[src/common/reset_pin_pkg.sv]
// Purpose: shared constants and types for the reset pin state control block
// Assumes: mclk at 10 MHz
// Notes: blink count exceeds 4096 cycles, so the top exposes it as a parameter
package reset_pin_pkg;
  localparam int MCLK_HZ = 10_000_000;
  localparam int BLINK_HZ = 1;
  // half a blink period, in mclk cycles
  localparam int BLINK_HALF_CYCLES = MCLK_HZ / (2 * BLINK_HZ);
  localparam int BLINK_CNT_W = 23;

  // open-drain pins only ever drive this level
  localparam logic OD_DRIVE_LEVEL = 1'h0;
  // values held while reset is applied
  localparam logic PG_OE_RST = 1'h1;
  localparam logic GP_OE_RST = 1'h1;
  localparam logic BLINK_RST = 1'h1;
  localparam logic RESUME_READY_RST = 1'h0;
  localparam logic SYNC_RST = 1'h0;

  typedef enum logic {BOOT_HOLD, BOOT_RUN} boot_t;
endpackage

[src/rtl/blink_divider.sv]
// Purpose: one-cycle tick every HALF_CYCLES mclk cycles
// Assumes: clear is synchronous to mclk
// Notes: tick is registered; counting restarts from zero while clear is high
`timescale 1ns/1ps
module blink_divider #(
  parameter int HALF_CYCLES = reset_pin_pkg::BLINK_HALF_CYCLES
) (
  input wire logic mclk,
  input wire logic rst,
  input wire logic clear,
  output logic tick
);
  typedef struct packed {
    logic [reset_pin_pkg::BLINK_CNT_W-1:0] count;
    logic tick;
  } div_state_t;

  localparam logic [reset_pin_pkg::BLINK_CNT_W-1:0] LAST =
    reset_pin_pkg::BLINK_CNT_W'(HALF_CYCLES - 1);

  div_state_t s_q;
  div_state_t s_d;

  always_comb begin
    s_d = s_q;
    s_d.tick = 1'h0;
    if (clear) begin
      s_d.count = '0;
    end else if (s_q.count == LAST) begin
      s_d.count = '0;
      s_d.tick = 1'h1;
    end else begin
      s_d.count = s_q.count + reset_pin_pkg::BLINK_CNT_W'(1);
    end
  end

  always_ff @(posedge mclk or posedge rst) begin
    if (rst) begin
      s_q <= '0;
    end else begin
      s_q <= s_d;
    end
  end

  assign tick = s_q.tick;
endmodule

[src/rtl/reset_pin_state_control.sv]
// Purpose: defined pin states around reset: processor power-good, open-drain
//   general-purpose output, post-reset blink pin, resume-well ready level
// Assumes: all inputs asynchronous to mclk; external pull-ups on open-drain pins
// Notes: open-drain pins are value plus enable; enable high means pulled low
`timescale 1ns/1ps
module reset_pin_state_control #(
  parameter int BLINK_HALF_CYCLES = reset_pin_pkg::BLINK_HALF_CYCLES
) (
  input wire logic mclk,
  input wire logic rst,
  input wire logic regulatorPowerGoodIn,
  input wire logic systemPowerOkIn,
  input wire logic mainBusResetN,
  input wire logic resumeWellResetN,
  output logic procPowerGoodOut,
  output logic procPowerGoodOe,
  output logic openDrainGpOut,
  output logic openDrainGpOe,
  output logic postResetBlinkPin,
  output logic resumeWellReady
);
  typedef struct packed {
    logic regSync1;
    logic regSync2;
    logic okSync1;
    logic okSync2;
    logic mainSync1;
    logic mainSync2;
    logic rsmSync1;
    logic rsmSync2;
    reset_pin_pkg::boot_t boot;
    logic pgOe;
    logic gpOe;
    logic blink;
    logic resumeReady;
    logic odLevel;
  } ctl_state_t;

  localparam ctl_state_t STATE_RST = '{
    regSync1: reset_pin_pkg::SYNC_RST,
    regSync2: reset_pin_pkg::SYNC_RST,
    okSync1: reset_pin_pkg::SYNC_RST,
    okSync2: reset_pin_pkg::SYNC_RST,
    mainSync1: reset_pin_pkg::SYNC_RST,
    mainSync2: reset_pin_pkg::SYNC_RST,
    rsmSync1: reset_pin_pkg::SYNC_RST,
    rsmSync2: reset_pin_pkg::SYNC_RST,
    boot: reset_pin_pkg::BOOT_HOLD,
    pgOe: reset_pin_pkg::PG_OE_RST,
    gpOe: reset_pin_pkg::GP_OE_RST,
    blink: reset_pin_pkg::BLINK_RST,
    resumeReady: reset_pin_pkg::RESUME_READY_RST,
    odLevel: reset_pin_pkg::OD_DRIVE_LEVEL
  };

  ctl_state_t s_q;
  ctl_state_t s_d;
  logic blinkTick;
  logic mainRun;
  logic powerGood;

  // one lost input is enough to pull the processor power-good low
  function automatic logic bothValid(input logic regOk, input logic sysOk);
    return regOk && sysOk;
  endfunction

  // synchronised levels only; first stages feed nothing but the second
  assign mainRun = s_q.mainSync2;
  assign powerGood = bothValid(s_q.regSync2, s_q.okSync2);

  // divider restarts while main reset is held, so the first half period is full
  blink_divider #(
    .HALF_CYCLES(BLINK_HALF_CYCLES)
  ) u_blink_div (
    .mclk(mclk),
    .rst(rst),
    .clear(!mainRun),
    .tick(blinkTick)
  );

  always_comb begin
    s_d = s_q;
    s_d.regSync1 = regulatorPowerGoodIn;
    s_d.regSync2 = s_q.regSync1;
    s_d.okSync1 = systemPowerOkIn;
    s_d.okSync2 = s_q.okSync1;
    s_d.mainSync1 = mainBusResetN;
    s_d.mainSync2 = s_q.mainSync1;
    s_d.rsmSync1 = resumeWellResetN;
    s_d.rsmSync2 = s_q.rsmSync1;

    // registered rather than combinational: costs 1 cycle, avoids glitches
    s_d.pgOe = !powerGood;

    unique case (s_q.boot)
      reset_pin_pkg::BOOT_HOLD: begin
        if (mainRun && powerGood) begin
          s_d.boot = reset_pin_pkg::BOOT_RUN;
        end
      end
      reset_pin_pkg::BOOT_RUN: begin
        // power loss counts as a hard reset with power cycling
        if (!mainRun || !powerGood) begin
          s_d.boot = reset_pin_pkg::BOOT_HOLD;
        end
      end
    endcase
    s_d.gpOe = (s_d.boot == reset_pin_pkg::BOOT_HOLD);

    if (!mainRun) begin
      s_d.blink = reset_pin_pkg::BLINK_RST;
    end else if (blinkTick) begin
      s_d.blink = !s_q.blink;
    end

    s_d.resumeReady = s_q.rsmSync2;
    s_d.odLevel = reset_pin_pkg::OD_DRIVE_LEVEL;
  end

  always_ff @(posedge mclk or posedge rst) begin
    if (rst) begin
      s_q <= STATE_RST;
    end else begin
      s_q <= s_d;
    end
  end

  assign procPowerGoodOut = s_q.odLevel;
  assign procPowerGoodOe = s_q.pgOe;
  assign openDrainGpOut = s_q.odLevel;
  assign openDrainGpOe = s_q.gpOe;
  assign postResetBlinkPin = s_q.blink;
  assign resumeWellReady = s_q.resumeReady;
endmodule

[config.mk]
export PLATFORM = sky130hd
export DESIGN_NAME = reset_pin_state_control
export DESIGN_NICKNAME = d
export VERILOG_FILES = /design/src/common/reset_pin_pkg.sv /design/src/rtl/blink_divider.sv /design/src/rtl/reset_pin_state_control.sv
export SDC_FILE = /design/constraint.sdc
export NUM_CORES = 1
export LEC_CHECK = 0
export ABC_AREA = 1
export BUFFER_PORTS_ARGS = -buffer_cell sky130_fd_sc_hd__buf_4
export CORE_ASPECT_RATIO = 1.5
export CORE_UTILIZATION = 56
export CTS_BUF_LIST = sky130_fd_sc_hd__clkbuf_8
export DETAILED_ROUTE_END_ITERATION = 10
export GPL_ROUTABILITY_DRIVEN = 0
export GPL_TIMING_DRIVEN = 0
export PLACE_DENSITY = 0.78
export SLEW_MARGIN = 20
export SYNTH_ARGS = -nofsm -noshare
export SYNTH_HDL_FRONTEND = slang
export SYNTH_SLANG_ARGS = --single-unit
[constraint.sdc]
create_clock -name mclk -period 1.3 [get_ports mclk]
set_input_delay 0.13 -clock mclk [delete_from_list [all_inputs] [get_ports mclk]]
set_output_delay 0.13 -clock mclk [all_outputs]
set_load 0.1 [all_outputs]
* Yosys cells after proc, flatten, opt, wreduce, memory -nomap -nowiden *
Index checks and enable logic that the tools add are counted.

word-level totals
  register bits after elaboration = 37
  input bits = 6
  output and inout port bits = 6
  word-level logic and storage cells = 35

operators by class
  add/subtract/negate cells = 1
  equal/unequal tests = 2
  muxes and demuxes = 9
  bitwise gates (word level) = 2
  reductions and logical operators = 6

operators by type and width
  kind                                                              number
  23-bit 2-to-1 mux                                                 2
  23-bit by 1-bit adder with 23-bit output (second input constant)  1
  23-bit == test (second input constant)                            1
  1-bit 2-to-1 mux                                                  6
  1-bit zero test                                                   3
  1-bit logical AND                                                 2
  2-bit by 1-bit != test with 1-bit output (second input constant)  1
  1-bit NOT                                                         2
  1-bit case mux with 2 select lines                                1
  1-bit logical OR                                                  1

* Longest topological paths before layout *
Gate-level depths: netlist (run 1).

  depth in word-level cells = 6
  gate-level depth with buffers = 9
  mapped depth without buffers = 9

* Cells and area by module *
A second synthesis (run 1) with hierarchy kept.

second synthesis, totals
  cells, all modules = 217
  area total of the unflattened synthesis = 1766.7 um^2

modules (own cells, without submodules)
  module                   times used  cells an instance  area each (um^2)  sequential area each (um^2)
  blink_divider            1           192                1402.6            600.6
  reset_pin_state_control  1           25                 364.1             304.0

* Least setup slack after synthesis (run 1) *
No wires, ideal clock.

  path type = flip-flop to flip-flop
  start = register u_blink_div.s_q[1] (netlist bit)
  end = register u_blink_div.s_q[10] (netlist bit)
  setup time = 0.120 ns
  data arrival time = 1.199 ns
  required time = 1.180 ns
  slack = -0.018 ns
  stages on the path, launching flop included = 9
  path buffers = 0
  clock period less this slack = 1.318 ns
  cells stage by stage = dfrtp_1 -> ha_1 -> nand2_2 -> nor2_4 -> nand2_4 -> nor2_2 -> nand2_2 -> nand2_4 -> nor2_1

RTL lines
  element                 RTL line             RTL
  from (decl)             blink_divider.sv:21  div_state_t s_q;
  from (signal assigned)  blink_divider.sv:39  s_q <= '0;
  from (signal assigned)  blink_divider.sv:41  s_q <= s_d;

==> flow_summary.json, run 1 <==
{
  "reg2reg_slack_ns": -0.09,
  "synthToLayoutAreaGrowth_pct": 24.93,
  "max_cap_violations": 0,
  "cts_max_level": 2,
  "num_antenna_cells": 0,
  "cp_num_buf_inv": 0,
  "postSynthCellCount": 217,
  "synth_top_family_by_area": "simple AND/OR/NAND/NOR gates",
  "via_per_inst": 5.325,
  "pin_count": 12,
  "avgSynthCellArea_sq_um": 8.303,
  "hold_viol": 33,
  "synth_area_sq_um": 1802,
  "synth_compound_area_share_pct": 2.222,
  "route.detailed.drc": 0,
  "grt_use_total_pct": 25.93,
  "period_share_pct": 106.7,
  "cp-start-kind": "flip-flop",
  "status": "finished, violations left",
  "synth-seq-cells": 36,
  "p_sw_share_pct": 24.42,
  "intPower_w": 0.001623,
  "dr.pass1.iters": 4,
  "globalRouteOverflowTotal": 0,
  "clock_skew_ns": 0.005324,
  "yosys.area_share.simple_pct": 35.35,
  "setup_viol_count_final": 17,
  "grt_max_degree": 37,
  "startpoint": "u_blink_div.s_q[1]$_DFF_PP0_",
  "irDropWorstVdd_uv": 1030,
  "antenna_left": 0,
  "fp-row-count": 24,
  "cts-root-buf": "clkbuf_8",
  "hold_ws_ns": -0.02183,
  "ff_latch_area_sq_um": 907.1,
  "num_vias": 1539,
  "grt_pass1_wl_microns": 6706,
  "total_power_w": 0.002148,
  "synthAdderAreaFrac_pct": 0.6944,
  "leakagePower_nw": 1.048,
  "port_buffers": 9,
  "finalMaxSlewViolations": 0,
  "synth_xor_area_share_pct": 4.861,
  "p_seq_share_pct": 54.2,
  "cpLargestDelayFamily": "simple AND/OR/NAND/NOR gates",
  "die_x_microns": 48.32,
  "wirelength_microns": 4294,
  "setup_tns_ns": -0.8582,
  "nFillCells": 197,
  "slowest_stage": "dfrtp_1",
  "ys_seq_area_share_pct": 50.21,
  "dp.final_hpwl_microns": 2518,
  "path_max_fanout": 4,
  "fin_cells": 289,
  "p_switching_w": 0.0005244,
  "grt_pass1_vias": 1476,
  "finalWorstSetupSlack_ns": -0.08703,
  "routedWlPerCell_microns": 14.86,
  "worst_slew_pin_slew_ns": 0.7380,
  "multi_input_area_sq_um": 900.9,
  "worstPathArrival_ns": 1.56,
  "tritoncts": "done",
  "cpPeakStageDelay_ns": 0.39,
  "required_ns": 1.47,
  "clk_latency_ns": 0.29,
  "antenna_found_initial": 0,
  "synth.area.mux_share_pct": 0,
  "cts_buffer_depth": 2,
  "r2r_start": "u_blink_div.s_q[1]$_DFF_PP0_",
  "power_frac_clock_pct": 37.7,
  "fmax_mhz": 721.0,
  "dieArea_sq_um": 3453,
  "power_frac_comb_pct": 8.1,
  "end_kind": "flip-flop",
  "nNetsFinal": 256,
  "clk_pin_slew_ns": 0.07,
  "crit_type": "reg -> reg",
  "synth_cell_type_count": 21,
  "crit_chain": "ha_4, nand2_4, nor2_4, nand2_4, nor2_4, nand3_2, nand3_2, nor2_1",
  "dp_cells": 266,
  "core-area_sq_um": 2973,
  "yosys_warnings": 0,
  "post-route-min-period_ns": 1.387,
  "cts-buffers-inserted": 5,
  "start_util_pct": 60.61,
  "min_path_type": "in -> async",
  "rsz0062_at_grt": "true",
  "p_per_area_nw_per_um2": 954.1,
  "cts_sinks": 36,
  "drt-initial-drc-count": 53,
  "violations": "negative hold slack, negative setup slack",
  "drive_gt1_share_pct": 31.20,
  "relSlewSlack_pct": 50.73,
  "die_y_microns": 71.47
}
==> placed cells by master (no fill, tap or decap), types with 4 or more instances in the layout <==
cell,count
nor2_1,38
xor2_1,5
dlygate4sd3_1,4
nor2_4,11
nand2_1,37
o21ai_0,4
clkbuf_8,6
nor2_2,11
nand2_2,6
nand2_4,7
a21oi_1,4
buf_4,21
nand3_1,14
inv_1,24
dfrtp_1,31
nand4_1,4
==> cells in the mapped netlist <==
library cell	n	share of area, %
nor2_1	45	9.4
nand2_1	39	8.1
dfrtp_1	33	46
inv_1	25	5.2
nand3_1	16	4.4
nor2_2	9	3.1
nand2_2	7	2.4
xor2_1	7	3.4
nor2_4	6	3.7
a21oi_1	4	1.1
nand4_1	4	1.4
o21ai_0	4	1.1
dfstp_2	3	4.4
nand2_4	3	1.9
nor3_1	3	0.83
xnor2_1	3	1.5
buf_4	2	0.83
clkbuf_1	1	0.21
conb_1	1	0.21
ha_1	1	0.69
inv_2	1	0.21
==> path summary, 6_finish.rpt <==
kind	end	cells past startpoint
setup / recovery	u_blink_div.s_q[23]$_DFF_PP0_	8
hold / removal	u_blink_div.s_q[18]$_DFF_PP0_	2
setup reg to reg	u_blink_div.s_q[23]$_DFF_PP0_	8
hold reg to reg	resumeWellReady$_DFF_PP0_	0
max in group asynchronous	mainRun$_DFF_PP0_	2
min in group mclk	resumeWellReady$_DFF_PP0_	0
==> per-layer routing <==
layer | vias to the layer above | global-route usage, % | share of wire, %
li1 | 724 | - | -
met1 | 728 | 29.50 | 38
met2 | 60 | 44.91 | 51
met3 | 27 | 4.883 | 4.7
met4 | 0 | 16.01 | 6.1
met5 | - | 0 | 0
==> power groups by stage <==
stage / clock (W) / combinational [W] / sequential [W]
3_5_place_dp: 0 / 0.000142 / 0.00118
5_1_grt: 0.000862 / 0.000187 / 0.00117
3_3_place_gp: 0 / 0.000138 / 0.00118
6_report: 0.000810 / 0.000173 / 0.00116
4_1_cts: 0.000825 / 0.000168 / 0.00116
2_1_floorplan: 0 / 0.0000763 / 0.00121
==> registers in the layout, summed over array words and instances (netlist names) <==
signal and cells:
u_blink_div.s_q 23, s_d 5, s_q 2, mainRun 1, openDrainGpOe 1, postResetBlinkPin 1
procPowerGoodOe 1, resumeWellReady 1, u_blink_div.tick 1
==> cells by family (layout without fill, tap and decap cells) <==
group | count (synthesis) | in the layout
xor gates and xnor gates | 10 | 10
other | 1 | 2
AOI/OAI and AO/OA | 8 | 8
adders and majority gates | 1 | 1
buffers and inverters | 29 | 60
and+or+nand+nor | 132 | 133
DFF | 36 | 36
==> layout make-up <==
class	instances	share of cell area [%]
clock buffers	6	3.669
plain buffers	3	0.8894
inverters	26	4.336
multi-input cells	154	40.02
clock inverters	2	0.5003
flip-flops and latches	36	40.30
repair buffers	23	8.116
well taps	39	2.168
==> stage by stage <==
stage          hold slack [ns]  cell area [sq um]  util, %  setup slack (ns)
2_1_floorplan           0.1614               1805        -          -0.01848
5_1_grt                0.05545               2251    75.72           -0.1493
4_1_cts               0.002254               2163    72.77          -0.09858
3_3_place_gp            0.2389               1922    64.65           -0.1981
6_report              -0.02183               2251    75.72          -0.08703
3_5_place_dp            0.2405               1922    64.65           -0.2060
==> worst register-to-register path, stage by stage, from the launching register on <==
cell and delay, ns:
dfrtp_1 0.39, ha_4 0.16, nand2_4 0.06, nor2_4 0.17, nand2_4 0.10, nor2_4 0.14
nand3_2 0.10, nand3_2 0.10, nor2_1 0.05
==> timing repair <==
action,4_1_cts,5_1_grt
pin swaps,13,9
gates cloned,1,0
resized for setup,10,19
hold buffers,4,0
endpoints found under the hold margin,4,0
buffers inserted,8,2
endpoints found under the setup margin,18,22
Power figures use the tool's default switching activity.
==> run 2: changes to the inputs <==
SYNTH_HIERARCHICAL = 1   (was default)
==> flow_summary.json, run 2 <==
{
  "status": "finished, violations left",
  "violations": "negative setup slack",
  "clk_pin_slew_ns": 0.07,
  "fmax_mhz": 677.6,
  "die_y_microns": 70.79,
  "grt_max_degree": 25,
  "nNetsFinal": 258,
  "async_reset_ff_share_pct": 100.0,
  "routedWlPerCell_microns": 15.31,
  "irDropWorstVdd_uv": 883.6,
  "clock_skew_ns": 0.007192,
  "drt-initial-drc-count": 86,
  "final_util_pct": 79.46,
  "dp.final_hpwl_microns": 2577,
  "dr.pass1.iters": 4,
  "yosysMostFrequentCell": "nor2_1",
  "synth-seq-cells": 36,
  "synth_area_sq_um": 1767,
  "final_cell_mix": "nand2_1, nor2_1, dfrtp_1, inv_1, buf_4",
  "cts-root-buf": "clkbuf_8",
  "layout_commonest_cell": "nand2_1",
  "finalMaxSlewViolations": 0,
  "worst_slew_pin_slew_ns": 0.8913,
  "finalWorstSetupSlack_ns": -0.1758,
  "synth_top_area_cell": "dfrtp_1",
  "wirelength_microns": 4454,
  "synthFlopType": "dfrtp_1",
  "ys_seq_area_share_pct": 51.20,
  "avgSynthCellArea_sq_um": 8.141,
  "start_util_pct": 60.03,
  "worstPathArrival_ns": 1.65,
  "min_path_type": "in -> async",
  "pre_cts_ws_ns": -0.3105,
  "fp-row-count": 24,
  "dieArea_sq_um": 3388,
  "cts_sinks": 36,
  "rsz0062_at_grt": "true",
  "top_register": "u_blink_div/s_q",
  "cp-start-kind": "flip-flop",
  "port_buffers": 9,
  "cts-buffers-inserted": 5,
  "via_per_inst": 5.258,
  "yosys_warnings": 6,
  "synthToLayoutAreaGrowth_pct": 32.37,
  "core-area_sq_um": 2943,
  "num_vias": 1530,
  "num_antenna_cells": 0,
  "max_cap_violations": 0,
  "period_share_pct": 113.5,
  "end_kind": "flip-flop",
  "antenna_found_initial": 0,
  "largest_reg_flops": 23,
  "clk_latency_ns": 0.30,
  "postSynthCellCount": 217,
  "antenna_left": 0,
  "cts_buffer_depth": 2,
  "globalRouteOverflowTotal": 0,
  "nFillCells": 181,
  "ys_top_cells_by_count": "nor2_1, nand2_1, dfrtp_1",
  "hold_viol": 0,
  "setup_viol_count_final": 20,
  "die_x_microns": 47.86,
  "post-route-min-period_ns": 1.476,
  "synth_edf_count": 0,
  "grt_use_total_pct": 26.51,
  "grt_pass1_vias": 1473,
  "cts_max_level": 2,
  "drive_gt1_share_pct": 34.13,
  "synth_cell_type_count": 23,
  "required_ns": 1.48,
  "leakagePower_nw": 1.024,
  "pin_count": 12,
  "path_max_fanout": 3,
  "p_per_area_nw_per_um2": 1006,
  "synthTopCellsByArea": "dfrtp_1, nor2_1, nand2_1",
  "crit_type": "reg -> reg",
  "synth_top_area_share_pct": 46.74,
  "route.detailed.drc": 0,
  "relSlewSlack_pct": 40.51,
  "grt_pass1_wl_microns": 6368,
  "tritoncts": "done"
}
[run 2: cell count changes after synthesis, sizes merged, moves of 3 or more]
cell / delta
o21ai: -4
nor3: -3
nand3: -4
nand2: +6
[run 2: worst paths after layout]
check,start,to,slack (ns),cells after the start
max in group asynchronous,rst,postResetBlinkPin$_DFFE_PP1P_,0.56,3
max,u_blink_div/s_q[9]$_DFF_PP0_,u_blink_div/s_q[10]$_DFF_PP0_,-0.18,6
min in group mclk,s_d[6]$_DFF_PP0_,s_d[1]$_DFF_PP0_,0.35,0
min,rst,u_blink_div/s_q[7]$_DFF_PP0_,0.03,2
min reg2reg,s_d[6]$_DFF_PP0_,s_d[1]$_DFF_PP0_,0.35,0
max reg2reg,u_blink_div/s_q[9]$_DFF_PP0_,u_blink_div/s_q[10]$_DFF_PP0_,-0.18,6
[run 2: routing by layer]
layer,track usage [%],vias up,routed length (microns)
met2,43.69,51,2320
met1,29.36,741,1744
met5,0,-,0
met3,5.612,21,168
li1,-,717,-
met4,15.74,0,222
[run 2: cell type report]
| type | instances | area (sq um) | area share, % |
|---|---|---|---|
| Sequential cell | 36 | 908.4 | 38.84 |
| Tap cell | 39 | 48.80 | 2.087 |
| Timing Repair Buffer | 25 | 219.0 | 9.363 |
| Clock buffer | 5 | 68.82 | 2.943 |
| Inverter | 26 | 100.1 | 4.280 |
| Clock inverter | 3 | 42.54 | 1.819 |
| Multi-Input combinational cell | 154 | 932.1 | 39.86 |
| Buffer | 3 | 18.77 | 0.8026 |
[run 2: report_power, final]
part / internal, W / switching [W] / leakage (nW)
Combinational: 0.0000584 / 0.000137 / 0.505
Clock: 0.000567 / 0.000428 / 0.0541
Sequential: 0.00115 / 0.0000139 / 0.465
[run 2: kinds of logic after synthesis]
family | after synthesis | synth area share, %
other | 1 | 0.2123
AO/OA/AOI/OAI | 3 | 0.8496
XOR/XNOR | 12 | 5.949
flip-flops | 36 | 51.20
AND/OR/NAND/NOR | 135 | 34.49
adder cells (fa/ha/maj) | 1 | 0.7081
buffers and inverters | 29 | 6.586
[run 2: repair_timing]
action | CTS | global route
setup buffers | 4 | 7
endpoints found under the setup margin | 18 | 22
pin swaps | 3 | 8
hold endpoints to repair | 13 | 0
hold buffers | 5 | 0
gates resized for setup | 6 | 40
gates cloned | 1 | 0
[run 2: critical path, cell delays in order, from the launching register on]
cell and delay (ns):
dfrtp_1 0.42, nand2_1 0.15, nor2_2 0.18, nand2_1 0.11, nor2_1 0.22, xnor2_1 0.20, nor2_1 0.08
[run 2: metrics by stage]
stage          total power (W)  cells  setup TNS (ns)  hold slack, ns  cell area (sq um)
3_5_place_dp          0.001326    266          -4.277          0.1624               1912
4_1_cts               0.002317    284          -1.458         0.07953               2131
5_1_grt               0.002424    291          -3.484          0.1373               2338
6_report              0.002352    291          -1.759         0.03237               2338
2_1_floorplan         0.001289    218          -1.005       -0.007448               1795
3_3_place_gp          0.001323    266          -3.825          0.1529               1912
==> run 3: changes to the inputs <==
CORE_UTILIZATION = 45   (was 56)
PLACE_DENSITY = default   (was 0.78)
==> flow_summary.json, run 3 (synthesized netlist as in run 2, its figures left out) <==
{
  "clk_pin_slew_ns": 0.07,
  "via_per_inst": 5.081,
  "antenna_left": 0,
  "p_switching_w": 0.0005501,
  "power_frac_comb_pct": 8.0,
  "cpMostUsedCell": "nand2_4",
  "violations": "negative setup slack",
  "cts-root-buf": "clkbuf_8",
  "final_cell_mix": "nand2_1, nor2_1, dfrtp_1, buf_4, inv_1",
  "grt_max_degree": 25,
  "num_antenna_cells": 0,
  "cts-buffers-inserted": 5,
  "crit_chain": "ha_4, nand2_4, nor2_4, nand2_4, nor2_4, nand2_4, nand2_8, nor2_2",
  "finalWorstSetupSlack_ns": -0.08416,
  "finalMaxSlewViolations": 0,
  "design_area_sq_um": 2323,
  "worstPathArrival_ns": 1.56,
  "rsz0062_at_grt": "true",
  "hold_viol": 0,
  "route.detailed.drc": 0,
  "die_y_microns": 78.74,
  "tritoncts": "done",
  "port_buffers": 9,
  "globalRouteOverflowTotal": 0,
  "leakagePower_nw": 1.032,
  "max_cap_violations": 0,
  "dp.final_hpwl_microns": 2930,
  "placed_area_sq_um": 1917,
  "r2r_start": "u_blink_div/s_q[2]$_DFF_PP0_",
  "antenna_found_initial": 0,
  "crit_type": "reg -> reg",
  "routedWlPerCell_microns": 14.46,
  "wirelength_microns": 4279,
  "cpPeakStageDelay_ns": 0.39,
  "num_vias": 1504,
  "die_x_microns": 53.16,
  "setup_tns_ns": -0.9924,
  "cts_buffer_depth": 2,
  "cts_sinks": 36,
  "hold_start": "s_d[10]$_DFF_PP0_",
  "p_seq_share_pct": 50.1,
  "core-area_sq_um": 3716,
  "irDropWorstVdd_uv": 1030,
  "min_path_type": "reg -> reg",
  "layout_commonest_cell": "nand2_1",
  "dieArea_sq_um": 4186,
  "slowest_stage": "dfrtp_1",
  "clock_skew_ns": 0.004160,
  "relSlewSlack_pct": 40.18,
  "path_max_fanout": 5,
  "dr.pass1.iters": 4,
  "required_ns": 1.48,
  "startpoint": "u_blink_div/s_q[2]$_DFF_PP0_",
  "final_util_pct": 62.53,
  "hold_ws_ns": 0.3513,
  "top_register": "u_blink_div/s_q",
  "post-route-min-period_ns": 1.384,
  "fp-row-count": 27,
  "largest_reg_flops": 23,
  "clk_latency_ns": 0.29,
  "period_share_pct": 106.5,
  "p_sw_share_pct": 23.72,
  "start_util_pct": 47.54,
  "total_power_w": 0.002319,
  "grt_use_total_pct": 23.01,
  "cts_max_level": 2,
  "status": "finished, violations left",
  "end_kind": "flip-flop",
  "setup_viol_count_final": 18,
  "cpLargestDelayFamily": "simple AND/OR/NAND/NOR gates",
  "nNetsFinal": 259,
  "intPower_w": 0.001769,
  "p_per_area_nw_per_um2": 998.1,
  "fmax_mhz": 722.5,
  "drive_gt1_share_pct": 35.57,
  "synthToLayoutAreaGrowth_pct": 31.52,
  "drt-initial-drc-count": 39,
  "worst_slew_pin_slew_ns": 0.8917,
  "grt_pass1_vias": 1492,
  "power_frac_clock_pct": 42.0,
  "grt_pass1_wl_microns": 6803,
  "cp-start-kind": "flip-flop",
  "cp_num_buf_inv": 0,
  "pin_count": 12
}
run 3: cell count changes in the layout (fill, tap and decap cells not counted), sizes merged:
| cell | previous run | this run |
|---|---|---|
| clkinv | 1 | 2 |
| dlygate4sd3 | 5 | 6 |
| inv | 26 | 25 |
run 3: area by class of cell:
cell class              count  area (sq um)
plain buffers               3         18.77
clock buffers               5         68.82
clock inverters             3         42.54
fillers                   320          1393
inverters                  26         97.59
multi-input cells         154         920.9
flip-flops and latches     36         910.9
well taps                  43         53.80
repair buffers             26         210.2
run 3: per-layer routing:
layer,wire length [microns],GRT usage (%),up-vias
met5,0,0,-
met4,220,14.74,0
met3,124,4.023,15
met2,2303,39.62,39
met1,1631,24.81,729
li1,-,-,721
run 3: repair_timing:
action / in CTS / in global routing
gates cloned: 1 / 0
setup endpoints to repair: 18 / 22
hold buffers: 5 / 1
pin swaps: 6 / 10
setup buffers: 4 / 7
hold endpoints to repair: 13 / 10
gates resized for setup: 9 / 34
run 3: stage by stage:
stage | std cells | setup WS [ns]
after floorplan | 218 | -0.08693
after detailed placement | 270 | -0.3281
after global routing | 296 | -0.1502
after global placement | 270 | -0.2909
final | 296 | -0.08416
after CTS | 288 | -0.1063
run 3: final timing paths:
check | to | slack [ns] | cells past startpoint
worst max register to register | u_blink_div/s_q[4]$_DFF_PP0_ | -0.08 | 8
worst min register to register | s_q[10]$_DFF_PP0_ | 0.35 | 0
worst min-delay path | s_q[10]$_DFF_PP0_ | 0.35 | 0
worst max-delay path | u_blink_div/s_q[4]$_DFF_PP0_ | -0.08 | 8
max in group asynchronous | u_blink_div/s_q[3]$_DFF_PP0_ | 0.33 | 3
min in group asynchronous | s_d[1]$_DFF_PP0_ | 0.41 | 3
run 3: power by group through the flow:
stage          Clock [W]  Combinational [W]  Sequential (W)
6_report        0.000973           0.000185         0.00116
2_1_floorplan          0          0.0000786         0.00121
4_1_cts          0.00100           0.000171         0.00116
3_5_place_dp           0           0.000147         0.00118
3_3_place_gp           0           0.000144         0.00118
5_1_grt          0.00105           0.000203         0.00116
